==> src/sbm_pkg.sv <==
// Purpose: Shared constants for the reference monitor and comparator self-test block
// Assumes: 100 MHz core clock; register access via a simple documented-style register port
// Notes:   Register indices are local choices; field widths follow regulator counts

package sbm_pkg;

  // ----------------------------------------------------------------
  // Register map
  // ----------------------------------------------------------------
  localparam logic [7:0] SBM_ADDR_OV_SW    = 8'h00;
  localparam logic [7:0] SBM_ADDR_OV_LDO   = 8'h01;
  localparam logic [7:0] SBM_ADDR_UV_SW    = 8'h02;
  localparam logic [7:0] SBM_ADDR_UV_LDO   = 8'h03;
  localparam logic [7:0] SBM_ADDR_CTRL     = 8'h04;
  localparam logic [7:0] SBM_ADDR_STATUS   = 8'h05;

  // Control register fields
  localparam int SBM_CTRL_GO_BIT       = 0;
  localparam int SBM_CTRL_BYPASS_BIT   = 1;
  localparam int SBM_CTRL_IRQ_MASK_BIT = 2;
  // Status register fields
  localparam int SBM_STAT_STATE_BIT    = 0;
  localparam int SBM_STAT_IRQ_BIT      = 1;
  localparam int SBM_STAT_BUSY_BIT     = 2;

  localparam logic [7:0] SBM_RESULT_RESET = 8'h00;

  // ----------------------------------------------------------------
  // Timing
  // ----------------------------------------------------------------
  localparam int SBM_CLK_MHZ          = 100;
  localparam int SBM_BLANK_MAX_US     = 200;
  // Longest blanking time as an exact count of core clock cycles
  localparam int SBM_BLANK_MAX_CYC    = SBM_BLANK_MAX_US * SBM_CLK_MHZ;
  localparam int SBM_SETTLE_CYC_DFLT  = 16;

  typedef enum logic [2:0] {
    SBM_IDLE,
    SBM_FORCE_HI,
    SBM_SAMPLE_HI,
    SBM_FORCE_LO,
    SBM_SAMPLE_LO,
    SBM_DONE
  } sbm_state_t;

endpackage : sbm_pkg

==> src/sbm_selftest.sv <==
// Purpose: Reference-mismatch monitor and over/under-voltage comparator self-test control
// Assumes: All inputs synchronous to core_clk_i; analog flags are already debounced
// Notes:   Comparator forcing is done by test-drive outputs; results captured per regulator

`timescale 1ns/10ps

// Functional notes
// RULE1 - Reference mismatch of 4-12 percent is critical; block switcher power-up.
// RULE2 - Mismatch at power-up fails self-test and blocks power-up, ignoring bypass.
// RULE3 - In system-on with bypass 0, mismatch shuts regulator power stages down.
// RULE4 - In system-on with bypass 1, mismatch only raises interrupt; regulators run.
// RULE5 - Reference-fault interrupt flag asserts on failure unless masked.
// RULE6 - Reference-fault state bit tracks live mismatch: 0 in range, 1 out.
// RULE7 - Self-test exercises OV and UV comparators of every switcher and linear.
// RULE8 - Each comparator must toggle; a non-toggling one sets its own warning bit.
// RULE9 - Results sit in four registers: OV/UV for switchers and linears.
// RULE10 - Every self-test run overwrites all four result registers.
// RULE11 - With secure writes on, only secure writes may clear result registers.
// RULE12 - After power-up self-test, sequencing continues regardless of comparator results.
// RULE13 - Writing 1 to the go bit tests all OV and UV comparators.
// RULE14 - Go bit self-clears when the on-demand test finishes; rerun is allowed.
// RULE15 - With secure writes on, host must set go bit by secure write.
// RULE16 - On-demand test blanks OV/UV fault reporting at most 200 microseconds.
// RULE17 - Host requests on-demand test only in a safe system state.
// RULE18 - On-demand comparator failures set the matching per-regulator flags.
// RULE19 - Host reads and checks flags after each run and reacts to failures.
// RULE20 - Writes of 1 to the go bit are ignored while a test runs.
module sbm_selftest #(
  parameter int NUM_SW     = 7,
  parameter int NUM_LDO    = 4,
  parameter int SETTLE_CYC = sbm_pkg::SBM_SETTLE_CYC_DFLT
) (
  // Clock and reset
  input  wire logic       core_clk_i,
  input  wire logic       srst_i,
  // Register port
  input  wire logic       reg_wr_i,
  input  wire logic       reg_secure_i,
  input  wire logic [7:0] reg_addr_i,
  input  wire logic [7:0] reg_wdata_i,
  output logic      [7:0] reg_rdata_o,
  // Configuration and system state
  input  wire logic       secure_en_i,
  input  wire logic       powerup_test_i,
  input  wire logic       system_on_i,
  // Reference comparison
  input  wire logic       ref_mismatch_i,
  // Comparator outputs and forcing
  input  wire logic [NUM_SW-1:0]  sw_ov_cmp_i,
  input  wire logic [NUM_SW-1:0]  sw_uv_cmp_i,
  input  wire logic [NUM_LDO-1:0] ldo_ov_cmp_i,
  input  wire logic [NUM_LDO-1:0] ldo_uv_cmp_i,
  output logic                    cmp_force_hi_o,
  output logic                    cmp_force_lo_o,
  // Safety outputs
  output logic       fault_blank_o,
  output logic       switcher_powerup_block_o,
  output logic       power_stage_shutdown_o,
  output logic       reference_fault_irq_o,
  output logic       selftest_done_o
);
  import sbm_pkg::*;

  initial begin
    if (NUM_SW < 1 || NUM_SW > 8 || NUM_LDO < 1 || NUM_LDO > 8)
      $error("sbm_selftest: regulator counts must be 1..8");
    if (SETTLE_CYC < 1 || 4 * SETTLE_CYC + 4 > SBM_BLANK_MAX_CYC)
      $error("sbm_selftest: settle time breaks blanking limit");
    if (SBM_BLANK_MAX_CYC < 2)
      $error("sbm_selftest: blanking limit too short to count");
  end

  // ----------------------------------------------------------------
  // Register decode
  // ----------------------------------------------------------------
  function automatic logic hit(input logic [7:0] a, input logic [7:0] target);
    hit = (a == target);
  endfunction : hit

  logic wr_ctrl;
  logic go_req;
  // Result registers need a secure write when the feature is on
  logic res_wr_ok;
  assign wr_ctrl   = reg_wr_i && hit(reg_addr_i, SBM_ADDR_CTRL);
  assign res_wr_ok = reg_wr_i && (reg_secure_i || !secure_en_i);  // [RULE11]
  assign go_req    = wr_ctrl && reg_wdata_i[SBM_CTRL_GO_BIT]
                     && (reg_secure_i || !secure_en_i);  // [RULE15]

  // ----------------------------------------------------------------
  // Control register
  // ----------------------------------------------------------------
  logic go_reg;
  logic bypass_reg;
  logic irq_mask_reg;
  sbm_state_t state_reg;
  sbm_state_t state_next;
  logic ondemand_reg;

  always_ff @(posedge core_clk_i) begin
    if (srst_i) begin
      bypass_reg   <= 1'b0;
      irq_mask_reg <= 1'b0;
    end else if (wr_ctrl) begin
      bypass_reg   <= reg_wdata_i[SBM_CTRL_BYPASS_BIT];
      irq_mask_reg <= reg_wdata_i[SBM_CTRL_IRQ_MASK_BIT];
    end
  end

  // Go bit: set by host, cleared by hardware on completion
  always_ff @(posedge core_clk_i) begin
    if (srst_i) begin
      go_reg <= 1'b0;
    end else if (state_reg == SBM_DONE) begin
      go_reg <= 1'b0;  // [RULE14]
    end else if (go_req && state_reg == SBM_IDLE) begin
      go_reg <= 1'b1;  // [RULE13] [RULE20]
    end
  end

  // ----------------------------------------------------------------
  // Self-test sequencer
  // ----------------------------------------------------------------
  localparam int CW = $clog2(SETTLE_CYC + 1);
  logic [CW-1:0] settle_reg;
  logic          settle_done;
  logic          start;
  assign settle_done = (settle_reg == CW'(SETTLE_CYC - 1));
  assign start       = (go_req && state_reg == SBM_IDLE) || powerup_test_i;

  always_comb begin
    state_next = state_reg;
    case (state_reg)
      SBM_IDLE:      if (start) state_next = SBM_FORCE_HI;
      SBM_FORCE_HI:  if (settle_done) state_next = SBM_SAMPLE_HI;
      SBM_SAMPLE_HI: state_next = SBM_FORCE_LO;
      SBM_FORCE_LO:  if (settle_done) state_next = SBM_SAMPLE_LO;
      SBM_SAMPLE_LO: state_next = SBM_DONE;
      SBM_DONE:      state_next = SBM_IDLE;
      default:       state_next = SBM_IDLE;
    endcase
  end

  always_ff @(posedge core_clk_i) begin
    if (srst_i) begin
      state_reg <= SBM_IDLE;
    end else begin
      state_reg <= state_next;
    end
  end

  always_ff @(posedge core_clk_i) begin
    if (srst_i || state_next != state_reg) begin
      settle_reg <= '0;
    end else if (!settle_done) begin
      settle_reg <= settle_reg + CW'(1);
    end
  end

  // Power-up runs are distinguished so blanking only applies on demand
  always_ff @(posedge core_clk_i) begin
    if (srst_i) begin
      ondemand_reg <= 1'b0;
    end else if (state_reg == SBM_IDLE && start) begin
      ondemand_reg <= !powerup_test_i;
    end
  end

  // Drive all comparators high then low; both phases must be seen
  assign cmp_force_hi_o = (state_reg == SBM_FORCE_HI) || (state_reg == SBM_SAMPLE_HI);  // [RULE7]
  assign cmp_force_lo_o = (state_reg == SBM_FORCE_LO) || (state_reg == SBM_SAMPLE_LO);  // [RULE7]

  // Whole sequence is bounded to about half of 200 us by the elaboration check
  logic blank_raw;
  assign blank_raw       = ondemand_reg && (state_reg != SBM_IDLE);
  assign selftest_done_o = (state_reg == SBM_DONE);

  // ----------------------------------------------------------------
  // Blanking guard
  // ----------------------------------------------------------------
  // Independent of the sequencer: even a stuck state machine cannot
  // keep fault reporting off past the limit
  localparam int BW = $clog2(SBM_BLANK_MAX_CYC + 1);
  logic [BW-1:0] blank_cnt_reg;
  logic          blank_expired;
  assign blank_expired = (blank_cnt_reg == BW'(SBM_BLANK_MAX_CYC - 1));

  always_ff @(posedge core_clk_i) begin
    if (srst_i || !blank_raw) begin
      blank_cnt_reg <= '0;
    end else if (!blank_expired) begin
      blank_cnt_reg <= blank_cnt_reg + BW'(1);
    end
  end

  assign fault_blank_o = blank_raw && !blank_expired;  // [RULE16]

  // ----------------------------------------------------------------
  // Toggle capture and result registers
  // ----------------------------------------------------------------
  logic [NUM_SW-1:0]  sw_ov_hi_reg;
  logic [NUM_SW-1:0]  sw_uv_hi_reg;
  logic [NUM_LDO-1:0] ldo_ov_hi_reg;
  logic [NUM_LDO-1:0] ldo_uv_hi_reg;
  logic [7:0] ov_sw_reg;
  logic [7:0] ov_ldo_reg;
  logic [7:0] uv_sw_reg;
  logic [7:0] uv_ldo_reg;

  // One capture cell per switcher, holding what it read while forced high
  for (genvar i = 0; i < NUM_SW; i++) begin : g_sw_cap
    always_ff @(posedge core_clk_i) begin
      if (srst_i) begin
        sw_ov_hi_reg[i] <= 1'b0;
        sw_uv_hi_reg[i] <= 1'b0;
      end else if (state_reg == SBM_SAMPLE_HI) begin
        sw_ov_hi_reg[i] <= sw_ov_cmp_i[i];  // [RULE7]
        sw_uv_hi_reg[i] <= sw_uv_cmp_i[i];  // [RULE7]
      end
    end
  end

  // One capture cell per linear regulator
  for (genvar j = 0; j < NUM_LDO; j++) begin : g_ldo_cap
    always_ff @(posedge core_clk_i) begin
      if (srst_i) begin
        ldo_ov_hi_reg[j] <= 1'b0;
        ldo_uv_hi_reg[j] <= 1'b0;
      end else if (state_reg == SBM_SAMPLE_HI) begin
        ldo_ov_hi_reg[j] <= ldo_ov_cmp_i[j];  // [RULE7]
        ldo_uv_hi_reg[j] <= ldo_uv_cmp_i[j];  // [RULE7]
      end
    end
  end

  // A comparator passes only if it read 1 when forced high and 0 when forced low
  function automatic logic [7:0] fails(input logic [7:0] hi, input logic [7:0] lo, input int n);
    logic [7:0] m;
    m = 8'hFF >> (8 - n);
    fails = ~(hi & ~lo) & m;
  endfunction : fails

  always_ff @(posedge core_clk_i) begin
    if (srst_i) begin
      ov_sw_reg  <= SBM_RESULT_RESET;
      ov_ldo_reg <= SBM_RESULT_RESET;
      uv_sw_reg  <= SBM_RESULT_RESET;
      uv_ldo_reg <= SBM_RESULT_RESET;
    end else if (state_reg == SBM_SAMPLE_LO) begin
      // Fresh outcome replaces old one; a pending clear loses to it
      ov_sw_reg  <= fails(8'(sw_ov_hi_reg),  8'(sw_ov_cmp_i),  NUM_SW);   // [RULE8] [RULE9] [RULE10] [RULE18]
      ov_ldo_reg <= fails(8'(ldo_ov_hi_reg), 8'(ldo_ov_cmp_i), NUM_LDO);  // [RULE8] [RULE9] [RULE10] [RULE18]
      uv_sw_reg  <= fails(8'(sw_uv_hi_reg),  8'(sw_uv_cmp_i),  NUM_SW);   // [RULE8] [RULE9] [RULE10] [RULE18]
      uv_ldo_reg <= fails(8'(ldo_uv_hi_reg), 8'(ldo_uv_cmp_i), NUM_LDO);  // [RULE8] [RULE9] [RULE10] [RULE18]
    end else if (res_wr_ok) begin
      // Write-1-to-clear
      if (hit(reg_addr_i, SBM_ADDR_OV_SW))  ov_sw_reg  <= ov_sw_reg  & ~reg_wdata_i;  // [RULE11]
      if (hit(reg_addr_i, SBM_ADDR_OV_LDO)) ov_ldo_reg <= ov_ldo_reg & ~reg_wdata_i;  // [RULE11]
      if (hit(reg_addr_i, SBM_ADDR_UV_SW))  uv_sw_reg  <= uv_sw_reg  & ~reg_wdata_i;  // [RULE11]
      if (hit(reg_addr_i, SBM_ADDR_UV_LDO)) uv_ldo_reg <= uv_ldo_reg & ~reg_wdata_i;  // [RULE11]
    end
  end

  // ----------------------------------------------------------------
  // Reference monitor
  // ----------------------------------------------------------------
  logic irq_flag_reg;
  logic pu_block_reg;
  logic shutdown_reg;
  logic clr_irq;
  assign clr_irq = reg_wr_i && hit(reg_addr_i, SBM_ADDR_STATUS)
                   && reg_wdata_i[SBM_STAT_IRQ_BIT];

  // Set wins over clear
  always_ff @(posedge core_clk_i) begin
    if (srst_i) begin
      irq_flag_reg <= 1'b0;
    end else if (ref_mismatch_i) begin
      irq_flag_reg <= 1'b1;  // [RULE5] [RULE4]
    end else if (clr_irq) begin
      irq_flag_reg <= 1'b0;
    end
  end
  assign reference_fault_irq_o = irq_flag_reg && !irq_mask_reg;  // [RULE5]

  // Power-up blocking is latched until reset, bypass has no say here
  always_ff @(posedge core_clk_i) begin
    if (srst_i) begin
      pu_block_reg <= 1'b0;
    end else if (ref_mismatch_i && !system_on_i) begin
      pu_block_reg <= 1'b1;  // [RULE1] [RULE2]
    end
  end

  // Power-up self-test verdict on the reference: failed for good once a
  // mismatch is seen before system-on, whatever the bypass bit says
  logic ref_st_fail_reg;
  always_ff @(posedge core_clk_i) begin
    if (srst_i) begin
      ref_st_fail_reg <= 1'b0;
    end else if (ref_mismatch_i && !system_on_i) begin
      ref_st_fail_reg <= 1'b1;  // [RULE2]
    end
  end

  // Comparator results never hold off power-up; only the reference check does
  assign switcher_powerup_block_o = pu_block_reg;  // [RULE12]

  always_ff @(posedge core_clk_i) begin
    if (srst_i) begin
      shutdown_reg <= 1'b0;
    end else if (ref_mismatch_i && system_on_i && !bypass_reg) begin
      shutdown_reg <= 1'b1;  // [RULE3]
    end
  end
  assign power_stage_shutdown_o = shutdown_reg;

  // ----------------------------------------------------------------
  // Read data
  // ----------------------------------------------------------------
  // Status: live reference state, irq flag, busy, power-up reference verdict
  logic [7:0] status_word;
  assign status_word = {4'h0, ref_st_fail_reg, (state_reg != SBM_IDLE),
                        irq_flag_reg, ref_mismatch_i};  // [RULE6]

  always_ff @(posedge core_clk_i) begin
    if (srst_i) begin
      reg_rdata_o <= 8'h00;
    end else begin
      case (reg_addr_i)
        SBM_ADDR_OV_SW:  reg_rdata_o <= ov_sw_reg;
        SBM_ADDR_OV_LDO: reg_rdata_o <= ov_ldo_reg;
        SBM_ADDR_UV_SW:  reg_rdata_o <= uv_sw_reg;
        SBM_ADDR_UV_LDO: reg_rdata_o <= uv_ldo_reg;
        SBM_ADDR_CTRL:   reg_rdata_o <= {5'b0_0000, irq_mask_reg, bypass_reg, go_reg};
        SBM_ADDR_STATUS: reg_rdata_o <= status_word;  // [RULE6]
        default:         reg_rdata_o <= 8'h00;
      endcase
    end
  end

endmodule : sbm_selftest

==> config.mk <==
export PLATFORM = sky130hd
export DESIGN_NAME = sbm_selftest
export DESIGN_NICKNAME = d
export VERILOG_FILES = /design/src/sbm_pkg.sv /design/src/sbm_selftest.sv
export SDC_FILE = /design/constraint.sdc
export NUM_CORES = 1
export LEC_CHECK = 0
export BUFFER_PORTS_ARGS = -buffer_cell sky130_fd_sc_hd__buf_2
export CORE_ASPECT_RATIO = 1.75
export CORE_MARGIN = 1
export CORE_UTILIZATION = 30
export CTS_CLUSTER_SIZE = 10
export DETAILED_ROUTE_END_ITERATION = 10
export SYNTH_ARGS = -nofsm -noshare
export SYNTH_HDL_FRONTEND = slang
export SYNTH_SLANG_ARGS = --single-unit
==> constraint.sdc <==
create_clock -name core_clk_i -period 4.4 [get_ports core_clk_i]
set_clock_uncertainty 0.1 [all_clocks]
set_input_delay 0.22 -clock core_clk_i [delete_from_list [all_inputs] [get_ports core_clk_i]]
set_output_delay 0.22 -clock core_clk_i [all_outputs]
set_load 0.02 [all_outputs]
# After elaboration in Yosys (flattened, before gate mapping)
# Cells that the tools add are included.
[word_totals]
register_bits = 92
input_bits = 46
out_inout_bits = 15
wordCells = 138
[classes]
n_addsub = 2
eq_ne = 13
n_mux = 19
bitwise_logic = 17
reduce_logical = 46
[ops]
columns = ["cell", "count"]
rows = [
  ["one-hot mux 8 bit (6 select lines)", 1],
  ["2-to-1 mux 7 bit", 6],
  ["bitwise AND 8 bit", 4],
  ["inverter 7 bit", 4],
  ["2-to-1 mux 4 bit", 6],
  ["== test 8 x 2 -> 1 bit, second input constant", 2],
  ["== test 8 x 3 -> 1 bit, second input constant", 2],
  ["inverter 4 bit", 4],
  ["AND reduction 2 bit", 8],
  ["adder 15 x 1 -> 15 bit, second input constant", 1],
  ["== test 15 bit, second input constant", 1],
  ["one-hot mux 3 bit (5 select lines)", 1],
  ["bitwise AND 7 bit", 2],
  ["logical AND 1 bit", 14],
  ["nonzero test 2 bit", 6],
  ["2-to-1 mux 3 bit", 3],
  ["bitwise AND 4 bit", 2],
  ["== test 8 x 1 -> 1 bit, second input constant", 1],
  ["logical NOT 8 bit", 1],
  ["inverter 8 bit", 1],
  ["logical NOT 1 bit", 7],
  ["== test 3 x 2 -> 1 bit, second input constant", 2],
  ["== test 3 bit, second input constant", 2],
  ["logical OR 1 bit", 6],
  ["other kinds (8)", 10],
]

# Longest topological paths before layout
# Gate-level depths: netlist of the first run.
[depth]
ltp_word = 10
mapped_depth = 8
depth_no_buf = 7

# Worst setup path before layout of the first run
# Ideal clock, no wire load.
[synth_path]
path_kind = "input-to-reg"
startpoint = "in reg_addr_i[5]"
endpoint = "reg uv_sw_reg[4]"
setup_time_ns = 0.133
t_arrival_ns = 1.779
setup_slack_ns = 2.388
stages = 6
n_path_buf = 2
path_cell_list = "or4_4 > buf_6 > or4_4 > buf_6 > o311ai_1 > a21oi_1"
[synth_between]
elab_chain_len = 3
[synth_rtl]
columns = ["element", "line_no", "rtl"]
rows = [
  ["start, declared", "sbm_selftest.sv:39", "input wire logic [7:0] reg_addr_i,"],
  ["== test 8 x 2 -> 1 bit", "sbm_selftest.sv:77", "hit = (a == target);"],
  ["nonzero test 2 bit (no line)", "--", ""],
  ["AND reduction 2 bit (no line)", "--", ""],
  ["end signal, assigned", "sbm_selftest.sv:252", "uv_sw_reg <= fails(8'(sw_uv_hi_reg), 8'(sw_uv_cmp_i), NUM_SW);"],
  ["end signal, assigned", "sbm_selftest.sv:258", "if (hit(reg_addr_i, SBM_ADDR_UV_SW)) uv_sw_reg <= uv_sw_reg & ~reg_wdata_i;"],
  ["end, declared", "sbm_selftest.sv:206", "logic [7:0] uv_sw_reg;"],
]
# Every way passes these cells.
# A chain may end at the register's enable or synchronous reset.

# Worst setup path after layout of the first run
[layout_path]
startpoint = "reg blank_cnt_reg[0]"
endpoint = "out fault_blank_o"
[layout_between]
elab_chain_len = 3
[layout_rtl]
columns = ["element", "line_no", "rtl"]
rows = [
  ["start, declared", "sbm_selftest.sv:183", "logic [BW-1:0] blank_cnt_reg;"],
  ["start signal, assigned", "sbm_selftest.sv:191", "blank_cnt_reg <= blank_cnt_reg + BW'(1);"],
  ["== test 15 bit", "sbm_selftest.sv:185", "assign blank_expired = (blank_cnt_reg == BW'(SBM_BLANK_MAX_CYC - 1));"],
  ["logical NOT 1 bit", "sbm_selftest.sv:195", "assign fault_blank_o = blank_raw && !blank_expired;"],
  ["logical AND 1 bit", "sbm_selftest.sv:195", ""],
  ["end, declared", "sbm_selftest.sv:56", "output logic fault_blank_o,"],
]
# Every way passes these cells.

==> results of run 1 <==
## synth_stat cells (all sizes together), types with 4 or more instances
library cell	count	area share
dfxtp	92	0.44
nand2	77	0.069
a21oi	48	0.059
nor2	27	0.024
o21ai	26	0.031
clkbuf	25	0.023
nor3b	14	0.025
a211oi	13	0.023
inv	13	0.012
and3	10	0.015
nand3	9	0.011
nor2b	9	0.014
nand3b	8	0.014
mux2i	7	0.017
xor2	7	0.015
and2	6	0.0090
buf	6	0.011
mux4	6	0.032
nor3	6	0.0072
or3	6	0.0090
or4	6	0.013
and4	5	0.011
a311oi	4	0.0084
nand2b	4	0.0060
o311ai	4	0.010
o31ai	4	0.0072
## repair_timing
| action | CTS | global route |
|---|---|---|
| hold buffers | 3 | 0 |
| endpoints found under the hold margin | 4 | 0 |
| gates resized for setup | 0 | 0 |
| setup endpoints to repair | 0 | 0 |
## cells by family (layout without fill, tap and decap cells)
kind of cell | after synthesis | count (layout) | synth area share
flops | 92 | 92 | 0.4418
buf+inv | 44 | 96 | 0.04532
simple gates | 200 | 200 | 0.2512
xor+xnor | 10 | 10 | 0.02101
fa+ha+maj | 3 | 3 | 0.009005
mux | 15 | 15 | 0.05462
compound gates | 118 | 118 | 0.1771
## metrics by stage
step           instances  setup WS, ns  power (mW)  hold WS, ns
2_1_floorplan        482         2.388      0.9076       0.2070
3_3_place_gp         689         2.223      0.9506       0.3184
3_5_place_dp         689         2.117      0.9515       0.3229
4_1_cts              708         2.053       1.740    0.0009892
5_1_grt              708         1.893       1.793     0.004603
6_report             708         2.057       1.720      0.01389
## power groups by stage
stage	sequential (mW)	combinational (mW)	clock [mW]
CTS	0.842	0.0930	0.805
detailed placement	0.861	0.0905	0
floorplan	0.860	0.0480	0
global placement	0.861	0.0899	0
finish	0.842	0.0925	0.786
global route	0.842	0.103	0.848
## cell type report
| type | instances | area (µm²) | area share |
|---|---|---|---|
| clock buffer | 13 | 260.3 | 0.05294 |
| clock inverter | 3 | 43.79 | 0.008908 |
| inverter | 13 | 48.80 | 0.009926 |
| multi-input combinational | 346 | 2143 | 0.4360 |
| sequential | 92 | 1842 | 0.3747 |
| tap | 174 | 217.7 | 0.04429 |
| timing repair buffer | 67 | 360.3 | 0.07330 |
## how the worst min path moves through the flow
stage / startpoint / endpoint / slack, ns / depth (start not counted)
CTS: reg_wdata_i[5] / uv_ldo_reg[5] / 0.001 / 2
floorplan: reg_wdata_i[6] / ov_ldo_reg[6] / 0.21 / 1
global placement: ov_ldo_reg[6] / ov_ldo_reg[6] / 0.32 / 2
global route: reg_wdata_i[5] / uv_ldo_reg[5] / 0.005 / 2
detailed placement: uv_ldo_reg[4] / uv_ldo_reg[4] / 0.32 / 2
finish: reg_wdata_i[5] / ov_ldo_reg[5] / 0.01 / 2
## layout by cell type, fill, tap and decap left out, types with 3 or more instances in the layout
cell type,count
a211oi_1,13
a21oi_1,47
a311oi_1,4
a31oi_1,3
and2_1,6
and3_1,10
and4_1,5
buf_2,60
buf_4,4
clkbuf_16,9
dfxtp_1,92
dlygate4sd3_1,3
ha_1,3
inv_1,13
mux2i_1,7
mux4_2,6
nand2_1,77
nand2b_1,4
nand3_1,9
nand3b_1,8
nand4_1,3
nor2_1,27
nor2b_1,9
nor3_1,6
nor3b_1,13
o211a_1,3
o21ai_0,26
o31ai_1,4
o32ai_1,3
or3_1,6
or4_1,4
xnor2_1,3
xor2_1,7
## layer usage
layer  up-vias  global-route usage  part of all wire
met1      1756              0.1710              0.40
met2        99              0.2911              0.53
met3        10             0.03170             0.045
li1       1815                   -                 -
met4         0             0.08012             0.025
met5         -                   0                 0
==> run metrics, run 1 <==
synthesized area per cell=between 8 and 9 µm²; via-per-instance ratio=slightly above 5; Residual DRC=0; Clk pwr share=0.457; worst IR drop on VDD=about 0.00015 V; die width=91.11 µm; post-route ant nets=0; worst rel slew slack=0.4952; status=finished, final reports clean; synth unique cells=between 50 and 60; Synth Register Bits=between 90 and 100; Reg power frac=0.490; top_reg_cell synth=dfxtp_1; Worst-Margin Slew=approximately 0.75 ns; row count=56; period utilization=0.5326; R2R depth=4; PD cells=between 300 and 400 nW/µm²; via count=approximately 3700; wire per inst=15.36 µm; hold crit path type=input port to flop; Chip Height=approximately 160 µm; Arr. time, crit path=between 2 and 2.5 ns; Comb pwr share=0.054; synth warn=0; Post-synth ARST share=0; sequential fraction of the synthesis area=0.4418; Sw Pwr=about 370 µW; Fmax achieved=around 430 MHz; worst setup path start=blank_cnt_reg[0]; max_cap viols=0; Post-synth EDFFs=0; I/O Pins=approximately 60; Critical Path Sink=fault_blank_o; Clock Sinks=92; port buffer count=60; Worst path depth=5; RSZ-0062 raised after global routing=no; Setup TNS=0 ns; Crit path buffers/inverters=1; Ant. Diodes=0; Post-Syn Instances=482; r2r startpoint=state_reg[2]; Post-Layout Inst Area=roughly 4900 µm²; clk slew on worst S/H paths=roughly 0.06 ns; global placer's final weighted congestion=0.8305; CTS root buffer=clkbuf_16; largest net degree at the start of global routing=between 50 and 60; R2R Setup Slk=around 2.4 ns; final setup fails=0; Worst EP required=4.08 ns; Die Footprint=~14000 µm²; WL final=10880 µm; vias in the first global route=3574; TritonCTS Buffers=9; initial core utilization=0.3099; DR iter-0 viols=179; Worst Setup Path Type=flop to output port; crit path cell chain=ha_1 > and4_1 > and4_1 > nor2_1 > buf_2; CTS HTree Levels=3; drt pass-1 iters=4; global-route wire length before repair=~18000 µm; Synth Net Count=around 530; synthesis-to-layout area growth=17.92%; top cell family by delay on the critical path=simple AND/OR/NAND/NOR gates; worst reg2reg endpoint=blank_cnt_reg[9]; core area=13450 µm²; Post-CTS Setup Bufs=0; initial antenna violation count=0; DP HPWL=8083 µm; Fillers=1404; max reg flops=15; mapped cell area=between 4000 and 5000 µm²; Fin. Hold Viols=0; Slew Limit Fails=0; switching share of power=0.2180; slowest library cell on the worst path=and4_1; Pint=1.345 mW; CTS tree=done; worst skew pair latency=approximately 0.34 ns; layout cells sized above 1=0.1798; Worst setup SP type=flop; post-layout min period=~2.3 ns; CP peak stage delay=around 0.45 ns; most used cell, CP=and4_1; Worst Setup End Kind=output port; Leak=1.784 nW; Overall Global Routing Usage=0.1583; final core occ=0.3654; Net count, final=between 500 and 600; Clock Path Buffers=2; grt ovf=0; placed instance area=roughly 4600 µm²; Max FO, Critical Path=10
(Power assumes the default switching activity.)
==> run 2: changes to the inputs <==
--- a/config.mk
+++ b/config.mk
@@ -5,6 +5,7 @@
 export SDC_FILE = /design/constraint.sdc
 export NUM_CORES = 1
 export LEC_CHECK = 0
+export ABC_AREA = 1
 export BUFFER_PORTS_ARGS = -buffer_cell sky130_fd_sc_hd__buf_2
 export CORE_ASPECT_RATIO = 1.75
 export CORE_MARGIN = 1
==> constraint.sdc (replaced) <==
create_clock -name core_clk_i -period 2.4 [get_ports core_clk_i]
set_clock_uncertainty 0.1 [all_clocks]
set_input_delay 0.12 -clock core_clk_i [delete_from_list [all_inputs] [get_ports core_clk_i]]
set_output_delay 0.12 -clock core_clk_i [all_outputs]
set_load 0.02 [all_outputs]
==> run 2 against run 1 <==
Clock-buffer cell count fell by 3. Die area rose by 4.5%. Combinational power rose by 120%. Non-clock buffer count rose by 27. Global-route usage fell by 0.11 points. Critical path depth rose by 6. Sequential power rose by 83%. Critical endpoint is now settle_reg[0].
==> run metrics, run 2 <==
top_reg_cell synth=dfxtp_1 (unchanged); Synth top cells by count=nand2_1, dfxtp_1, a21oi_1, inv_1, o21ai_0 (was dfxtp_1, nand2_1, a21oi_1, nor2_1, o21ai_0); PD cells=580.1 nW/µm² (was 349.9 nW/µm²); CTS HTree Levels=3 (unchanged); slowest library cell on the worst path=dfxtp_1 (was and4_1); largest net degree at the start of global routing=46 (was 58); post-route ant nets=0 (unchanged); post-layout min period=2.003 ns; wire per inst=12.98 µm (was 15.36 µm); placed instance area=4815 µm² (was 4582 µm²); Fin. Hold Viols=0 (unchanged); Fmax achieved=499.2 MHz; DR iter-0 viols=128 (was 179); port buffer count=60 (unchanged); worst skew pair latency=0.34 ns (about the same); drt pass-1 iters=4 (unchanged); WL final=11260 µm (was 10880 µm); Post-Syn Instances=601 (was 482); Leak=2.225 nW (was 1.784 nW); Ant. Diodes=0 (unchanged); Worst-Margin Slew=0.6948 ns (was 0.7467 ns); vias in the first global route=3873 (was 3574); I/O Pins=61 (unchanged); top post-synthesis cells by area=dfxtp_1, a21oi_1, nand2_1, o21ai_0, inv_1 (was dfxtp_1, nand2_1, a21oi_1, mux4_2, o21ai_0); area share of the largest cell type after synthesis=0.4225 (was 0.4418); Synth Net Count=650 (was 531); crit path cell chain=ha_1 > and3_1 > ha_1 > inv_1 > nand2_1 > nand2_1 > a21oi_1 > nand3_1 > nand2_1 > nand3_2 > nor2_1 (was ha_1 > and4_1 > and4_1 > nor2_1 > buf_2); die width=93.12 µm (was 91.11 µm); CTS root buffer=clkbuf_16 (unchanged); CTS tree=done (unchanged); Slew Limit Fails=0 (unchanged); global-route wire length before repair=18620 µm (was 17730 µm); via count=4125 (was 3680); DP HPWL=8571 µm (was 8083 µm); Arr. time, crit path=2.18 ns (was 2.02 ns); Worst Setup Path Type=flop to flop (was flop to output port); sequential fraction of the synthesis area=0.4225 (was 0.4418); Clock Path Buffers=2 (unchanged); Die Footprint=15040 µm² (was 14390 µm²); synthesis-to-layout area growth=23.59% (was 17.92%); status=finished, final reports clean (unchanged); synthesized area per cell=7.253 µm² (was 8.649 µm²); period utilization=0.8346; Worst setup SP type=flop (unchanged); most used cell, CP=nand2_1 (was and4_1); Worst Setup End Kind=flop (was output port); via-per-instance ratio=4.758 (was 5.198); initial antenna violation count=0 (unchanged); Net count, final=735 (was 578); core area=14050 µm² (was 13450 µm²); max reg flops=15 (unchanged); Post-synth ARST share=0 (unchanged); RSZ-0062 raised after global routing=no (unchanged); Setup TNS=0 ns (unchanged); max_cap viols=0 (unchanged); final setup fails=0 (unchanged); Residual DRC=0 (unchanged); global placer's final weighted congestion=0.8250 (was 0.8305); Post-synth EDFFs=0 (unchanged); Fillers=1503 (was 1404); synth unique cells=38 (was 54); initial core utilization=0.3103 (was 0.3099); row count=57 (was 56); highest-count cells in the layout ignoring fill and taps=nand2_1, dfxtp_1, a21oi_1 (was dfxtp_1, nand2_1, buf_2); layout cells sized above 1=0.1536 (was 0.1798); CP peak stage delay=0.37 ns (was 0.45 ns); hold crit path type=input port to flop (unchanged); Overall Global Routing Usage=0.1573 (was 0.1583); Worst EP required=2.58 ns (was 4.08 ns); Max FO, Critical Path=6 (was 10); grt ovf=0 (unchanged); commonest non-fill, non-tap cell in the layout=nand2_1 (was dfxtp_1); Chip Height=161.5 µm (was 157.9 µm); Synth Register Bits=92 (unchanged); Synth area leader=dfxtp_1 (unchanged); synth warn=0 (unchanged); top-count cell post-synth=nand2_1 (was dfxtp_1); worst rel slew slack=0.5363 (was 0.4952); clk slew on worst S/H paths=0.06 ns (about the same); worst IR drop on VDD=0.0002533 V (was 0.0001451 V); Clock Sinks=92 (unchanged); TritonCTS Buffers=9 (unchanged); Post-Layout Inst Area=5388 µm² (was 4916 µm²); mapped cell area=4359 µm² (was 4169 µm²)
run 2: changes by cell type in the layout (fill, tap and decap cells not counted), sizes merged, moves of 23 or more:
| cell | previous run | this run |
|---|---|---|
| inv | 14 | 76 |
| o21ai | 26 | 68 |
| a21oi | 48 | 82 |
| nand3 | 9 | 43 |
| nor2 | 27 | 55 |
| dlygate4sd3 | 3 | 29 |
| nand2 | 77 | 100 |
run 2: path summary, 6_finish.rpt:
path,start,end,slack [ns],cells past startpoint
worst min-delay path,reg_wr_i,irq_mask_reg,0.009,3
worst max-delay path,settle_reg[0],settle_reg[0],0.40,11
worst min register to register,ov_ldo_reg[7],ov_ldo_reg[7],0.34,2
worst max register to register,settle_reg[0],settle_reg[0],0.40,11
run 2: per-stage QoR:
| step | setup WS, ns | hold slack, ns | std cells | power (mW) | util |
|---|---|---|---|---|---|
| 2_1_floorplan | 0.6005 | 0.1172 | 601 | 1.667 | - |
| 3_3_place_gp | 0.4745 | 0.2738 | 823 | 1.748 | 0.3427 |
| 3_5_place_dp | 0.4226 | 0.2795 | 823 | 1.749 | 0.3427 |
| 4_1_cts | 0.4053 | 0.005008 | 867 | 3.167 | 0.3835 |
| 5_1_grt | 0.2581 | 0.02366 | 867 | 3.250 | 0.3835 |
| 6_report | 0.3969 | 0.008739 | 867 | 3.125 | 0.3835 |
run 2: cell type report:
| type | count | area [µm²] | area share |
|---|---|---|---|
| multi-input cells | 413 | 2128 | 0.3950 |
| inverters | 76 | 285.3 | 0.05295 |
| repair buffers | 94 | 628.1 | 0.1166 |
| well taps | 177 | 221.5 | 0.04111 |
| flip-flops and latches | 92 | 1842 | 0.3418 |
| clock buffers | 10 | 229.0 | 0.04250 |
| clock inverters | 5 | 53.80 | 0.009986 |
run 2: critical path: cells and delay by family, from the launching register on:
family,cells,cell delay [ns]
AND/OR/NAND/NOR,7,0.80
adder cells (fa/ha/maj),2,0.39
flip-flops,1,0.37
AO/OA/AOI/OAI,1,0.17
buffers and inverters,1,0.13
run 2: where the power goes:
part	switching, mW	leakage [nW]	internal, mW	total, mW
logic	0.119	1.34	0.0877	0.207
registers	0.00703	0.742	1.53	1.54
clock network	0.578	0.142	0.798	1.38
run 2: what timing repair did:
action                                 in CTS  in global routing
endpoints found under the hold margin      31                  0
setup buffers                               0                  0
hold buffers                               29                  0
resized for setup                           0                  0
run 2: cell families (layout without fill, tap and decap cells):
kind of cell | after synthesis | in the layout | share of synthesized area
compound gates | 158 | 158 | 0.1914
xor+xnor | 6 | 6 | 0.01206
fa+ha+maj | 3 | 3 | 0.008612
buf+inv | 96 | 185 | 0.08926
flops | 92 | 92 | 0.4225
mux | 1 | 1 | 0.002296
simple gates | 245 | 245 | 0.2738
run 2: layer usage:
layer  track usage  wire [µm]  part of all wire  vias to the layer above
li1              -          -                 -                     2167
met1        0.1677       4599              0.41                     1873
met2        0.2941       6057              0.54                       70
met3       0.03013        344             0.031                       15
met4       0.06643        253             0.022                        0
met5             0          0                 0                        -
==> run 3: changes to the inputs <==
==> constraint.sdc (replaced) <==
create_clock -name core_clk_i -period 1.8 [get_ports core_clk_i]
set_clock_uncertainty 0.1 [all_clocks]
set_input_delay 0.09 -clock core_clk_i [delete_from_list [all_inputs] [get_ports core_clk_i]]
set_output_delay 0.09 -clock core_clk_i [all_outputs]
set_load 0.02 [all_outputs]
==> run 3 against run 2 <==
Worst hold slack better by 0.0050 ns. Total power is 33% higher. Utilization grew 2.3 points. Register-to-register slack got worse by 0.35 ns. Combinational power grew 49%. Via count is 2.2% higher. Sequential share of layout area down 1.8 points. First-iteration DRC count up 55%. Flip-flop and latch count unchanged. Die area unchanged. Routed wire length is 2.5% higher. Critical path type unchanged.
==> run metrics, run 3 (same netlist as run 2, synthesis figures left out) <==
status=finished, final reports clean (unchanged); Clock Path Buffers=2 (unchanged); global placer's final weighted congestion=0.7969 (was 0.8250); Overall Global Routing Usage=0.1585 (was 0.1573); PD cells=728.9 nW/µm² (was 580.1 nW/µm²); HP Start=srst_i (was reg_wr_i); Min-Delay Path Depth=2 (was 3); hold crit path type=input port to flop (unchanged); largest net degree at the start of global routing=46 (unchanged); worst hold slack=0.01372 ns (was 0.008739 ns); worst reg2reg endpoint=settle_reg[2] (was settle_reg[0]); post-layout min period=1.755 ns (was 2.003 ns); worst IR drop on VDD=0.0003901 V (was 0.0002533 V); Chip Height=161.5 µm (unchanged); worst skew pair latency=0.34 ns (about the same); placed instance area=4987 µm² (was 4815 µm²); drt pass-1 iters=4 (unchanged); Worst-Margin Slew=0.3586 ns (was 0.6948 ns); die width=93.12 µm (unchanged); Clock Sinks=92 (unchanged); global-route wire length before repair=18980 µm (was 18620 µm); final setup fails=0 (unchanged); Worst setup SP type=flop (unchanged); Residual DRC=0 (unchanged); Fin. Hold Viols=0 (unchanged); TritonCTS Buffers=9 (unchanged); Post-Layout Inst Area=5704 µm² (was 5388 µm²); vias in the first global route=4052 (was 3873); Worst Setup End Kind=flop (unchanged); Die Footprint=15040 µm² (unchanged); R2R depth=10 (was 11); via-per-instance ratio=4.721 (was 4.758); r2r startpoint=settle_reg[1] (was settle_reg[0]); initial core utilization=0.3103 (unchanged); CTS root buffer=clkbuf_16 (unchanged); R2R Setup Slk=0.05 ns (was 0.40 ns); wire per inst=12.92 µm (was 12.98 µm); max reg flops=15 (unchanged); Worst Setup Path Type=flop to flop (unchanged); CTS HTree Levels=3 (unchanged); layout cells sized above 1=0.2070 (was 0.1536); I/O Pins=61 (unchanged); RSZ-0062 raised after global routing=yes (was no); period utilization=0.9750 (was 0.8346); post-route ant nets=0 (unchanged); Net count, final=761 (was 735); Arr. time, crit path=1.89 ns (was 2.18 ns); DP HPWL=8776 µm (was 8571 µm); worst rel slew slack=0.7587 (was 0.5363); total power=4.158 mW (was 3.125 mW); max_cap viols=0 (unchanged); Fillers=1488 (was 1503); Slew Limit Fails=0 (unchanged); CTS tree=done (unchanged); WL final=11540 µm (was 11260 µm); core area=14050 µm² (unchanged); port buffer count=60 (unchanged); Leak=2.383 nW (was 2.225 nW); highest-count cells in the layout ignoring fill and taps=nand2_1, dfxtp_1, a21oi_1 (unchanged); via count=4216 (was 4125); commonest non-fill, non-tap cell in the layout=nand2_1 (unchanged); Fmax achieved=569.8 MHz (was 499.2 MHz); grt ovf=0 (unchanged); initial antenna violation count=1 (was 0); Worst EP required=1.93 ns (was 2.58 ns); DR iter-0 viols=198 (was 128); clk slew on worst S/H paths=0.06 ns (about the same); synthesis-to-layout area growth=30.86% (was 23.59%); Max FO, Critical Path=5 (was 6); hold endpoint=reg_rdata_o[0] (was irq_mask_reg); row count=57 (unchanged)
## run 3: cell count changes in the layout (fill, tap and decap cells not counted), moves of 4 or more
cell / previous run / this run
dfxtp_2: 0 / 5
nor2_1: 49 / 45
buf_4: 5 / 26
nor2_2: 0 / 4
dfxtp_1: 92 / 87
## run 3: worst max path at each step
stage | from | to | slack, ns
final | settle_reg[1] | settle_reg[2] | 0.05
after floorplan | settle_reg[0] | settle_reg[0] | 0.0005
after CTS | settle_reg[0] | settle_reg[0] | 0.003
after global placement | settle_reg[0] | settle_reg[1] | 0.06
after global routing | settle_reg[0] | settle_reg[2] | -0.07
after detailed placement | settle_reg[1] | settle_reg[0] | 0.001
## run 3: per-layer routing
metal / vias to the layer above / part of all wire / GRT usage
met4: 0 / 0.032 / 0.07552
met5: - / 0 / 0
met1: 1916 / 0.42 / 0.1769
met2: 68 / 0.52 / 0.2904
met3: 22 / 0.022 / 0.02024
li1: 2210 / - / -
## run 3: area by class of cell
type | count | area [µm²] | area share
Antenna cell | 1 | 2.502 | 0.0004387
Clock buffer | 13 | 270.3 | 0.04738
Clock inverter | 1 | 7.507 | 0.001316
Inverter | 76 | 285.3 | 0.05001
Multi-Input combinational cell | 413 | 2203 | 0.3863
Sequential cell | 92 | 1848 | 0.3240
Tap cell | 177 | 221.5 | 0.03882
Timing Repair Buffer | 120 | 865.8 | 0.1518
## run 3: critical path, cell delays in order, from the launching register on
cell and delay, ns:
dfxtp_2 0.35, ha_4 0.14, and3_4 0.19, ha_4 0.14, inv_2 0.04, nand2_2 0.07, nand2_1 0.07, a21oi_2 0.18
nand4_1 0.16, nand3_4 0.15, nor2_1 0.06
## run 3: per-stage QoR
stage | setup TNS [ns] | setup WS [ns] | utilization | instances
after floorplan | 0 | 0.0004922 | - | 601
after detailed placement | 0 | 0.001300 | 0.3550 | 841
after CTS | 0 | 0.003344 | 0.3971 | 886
after global routing | -0.2877 | -0.06968 | 0.4060 | 893
after global placement | 0 | 0.06338 | 0.3550 | 841
final | 0 | 0.04505 | 0.4060 | 893
## run 3: what timing repair did
action	CTS	global route
setup endpoints to repair	4	12
gates resized for setup	1	22
pin swaps	0	13
hold buffers	31	0
buffers inserted	0	6
endpoints found under the hold margin	35	0
## run 3: where the power goes
| part | switching [mW] | internal, mW | leakage (nW) |
|---|---|---|---|
| logic | 0.173 | 0.136 | 1.50 |
| registers | 0.0100 | 2.05 | 0.744 |
| clock network | 0.756 | 1.04 | 0.134 |
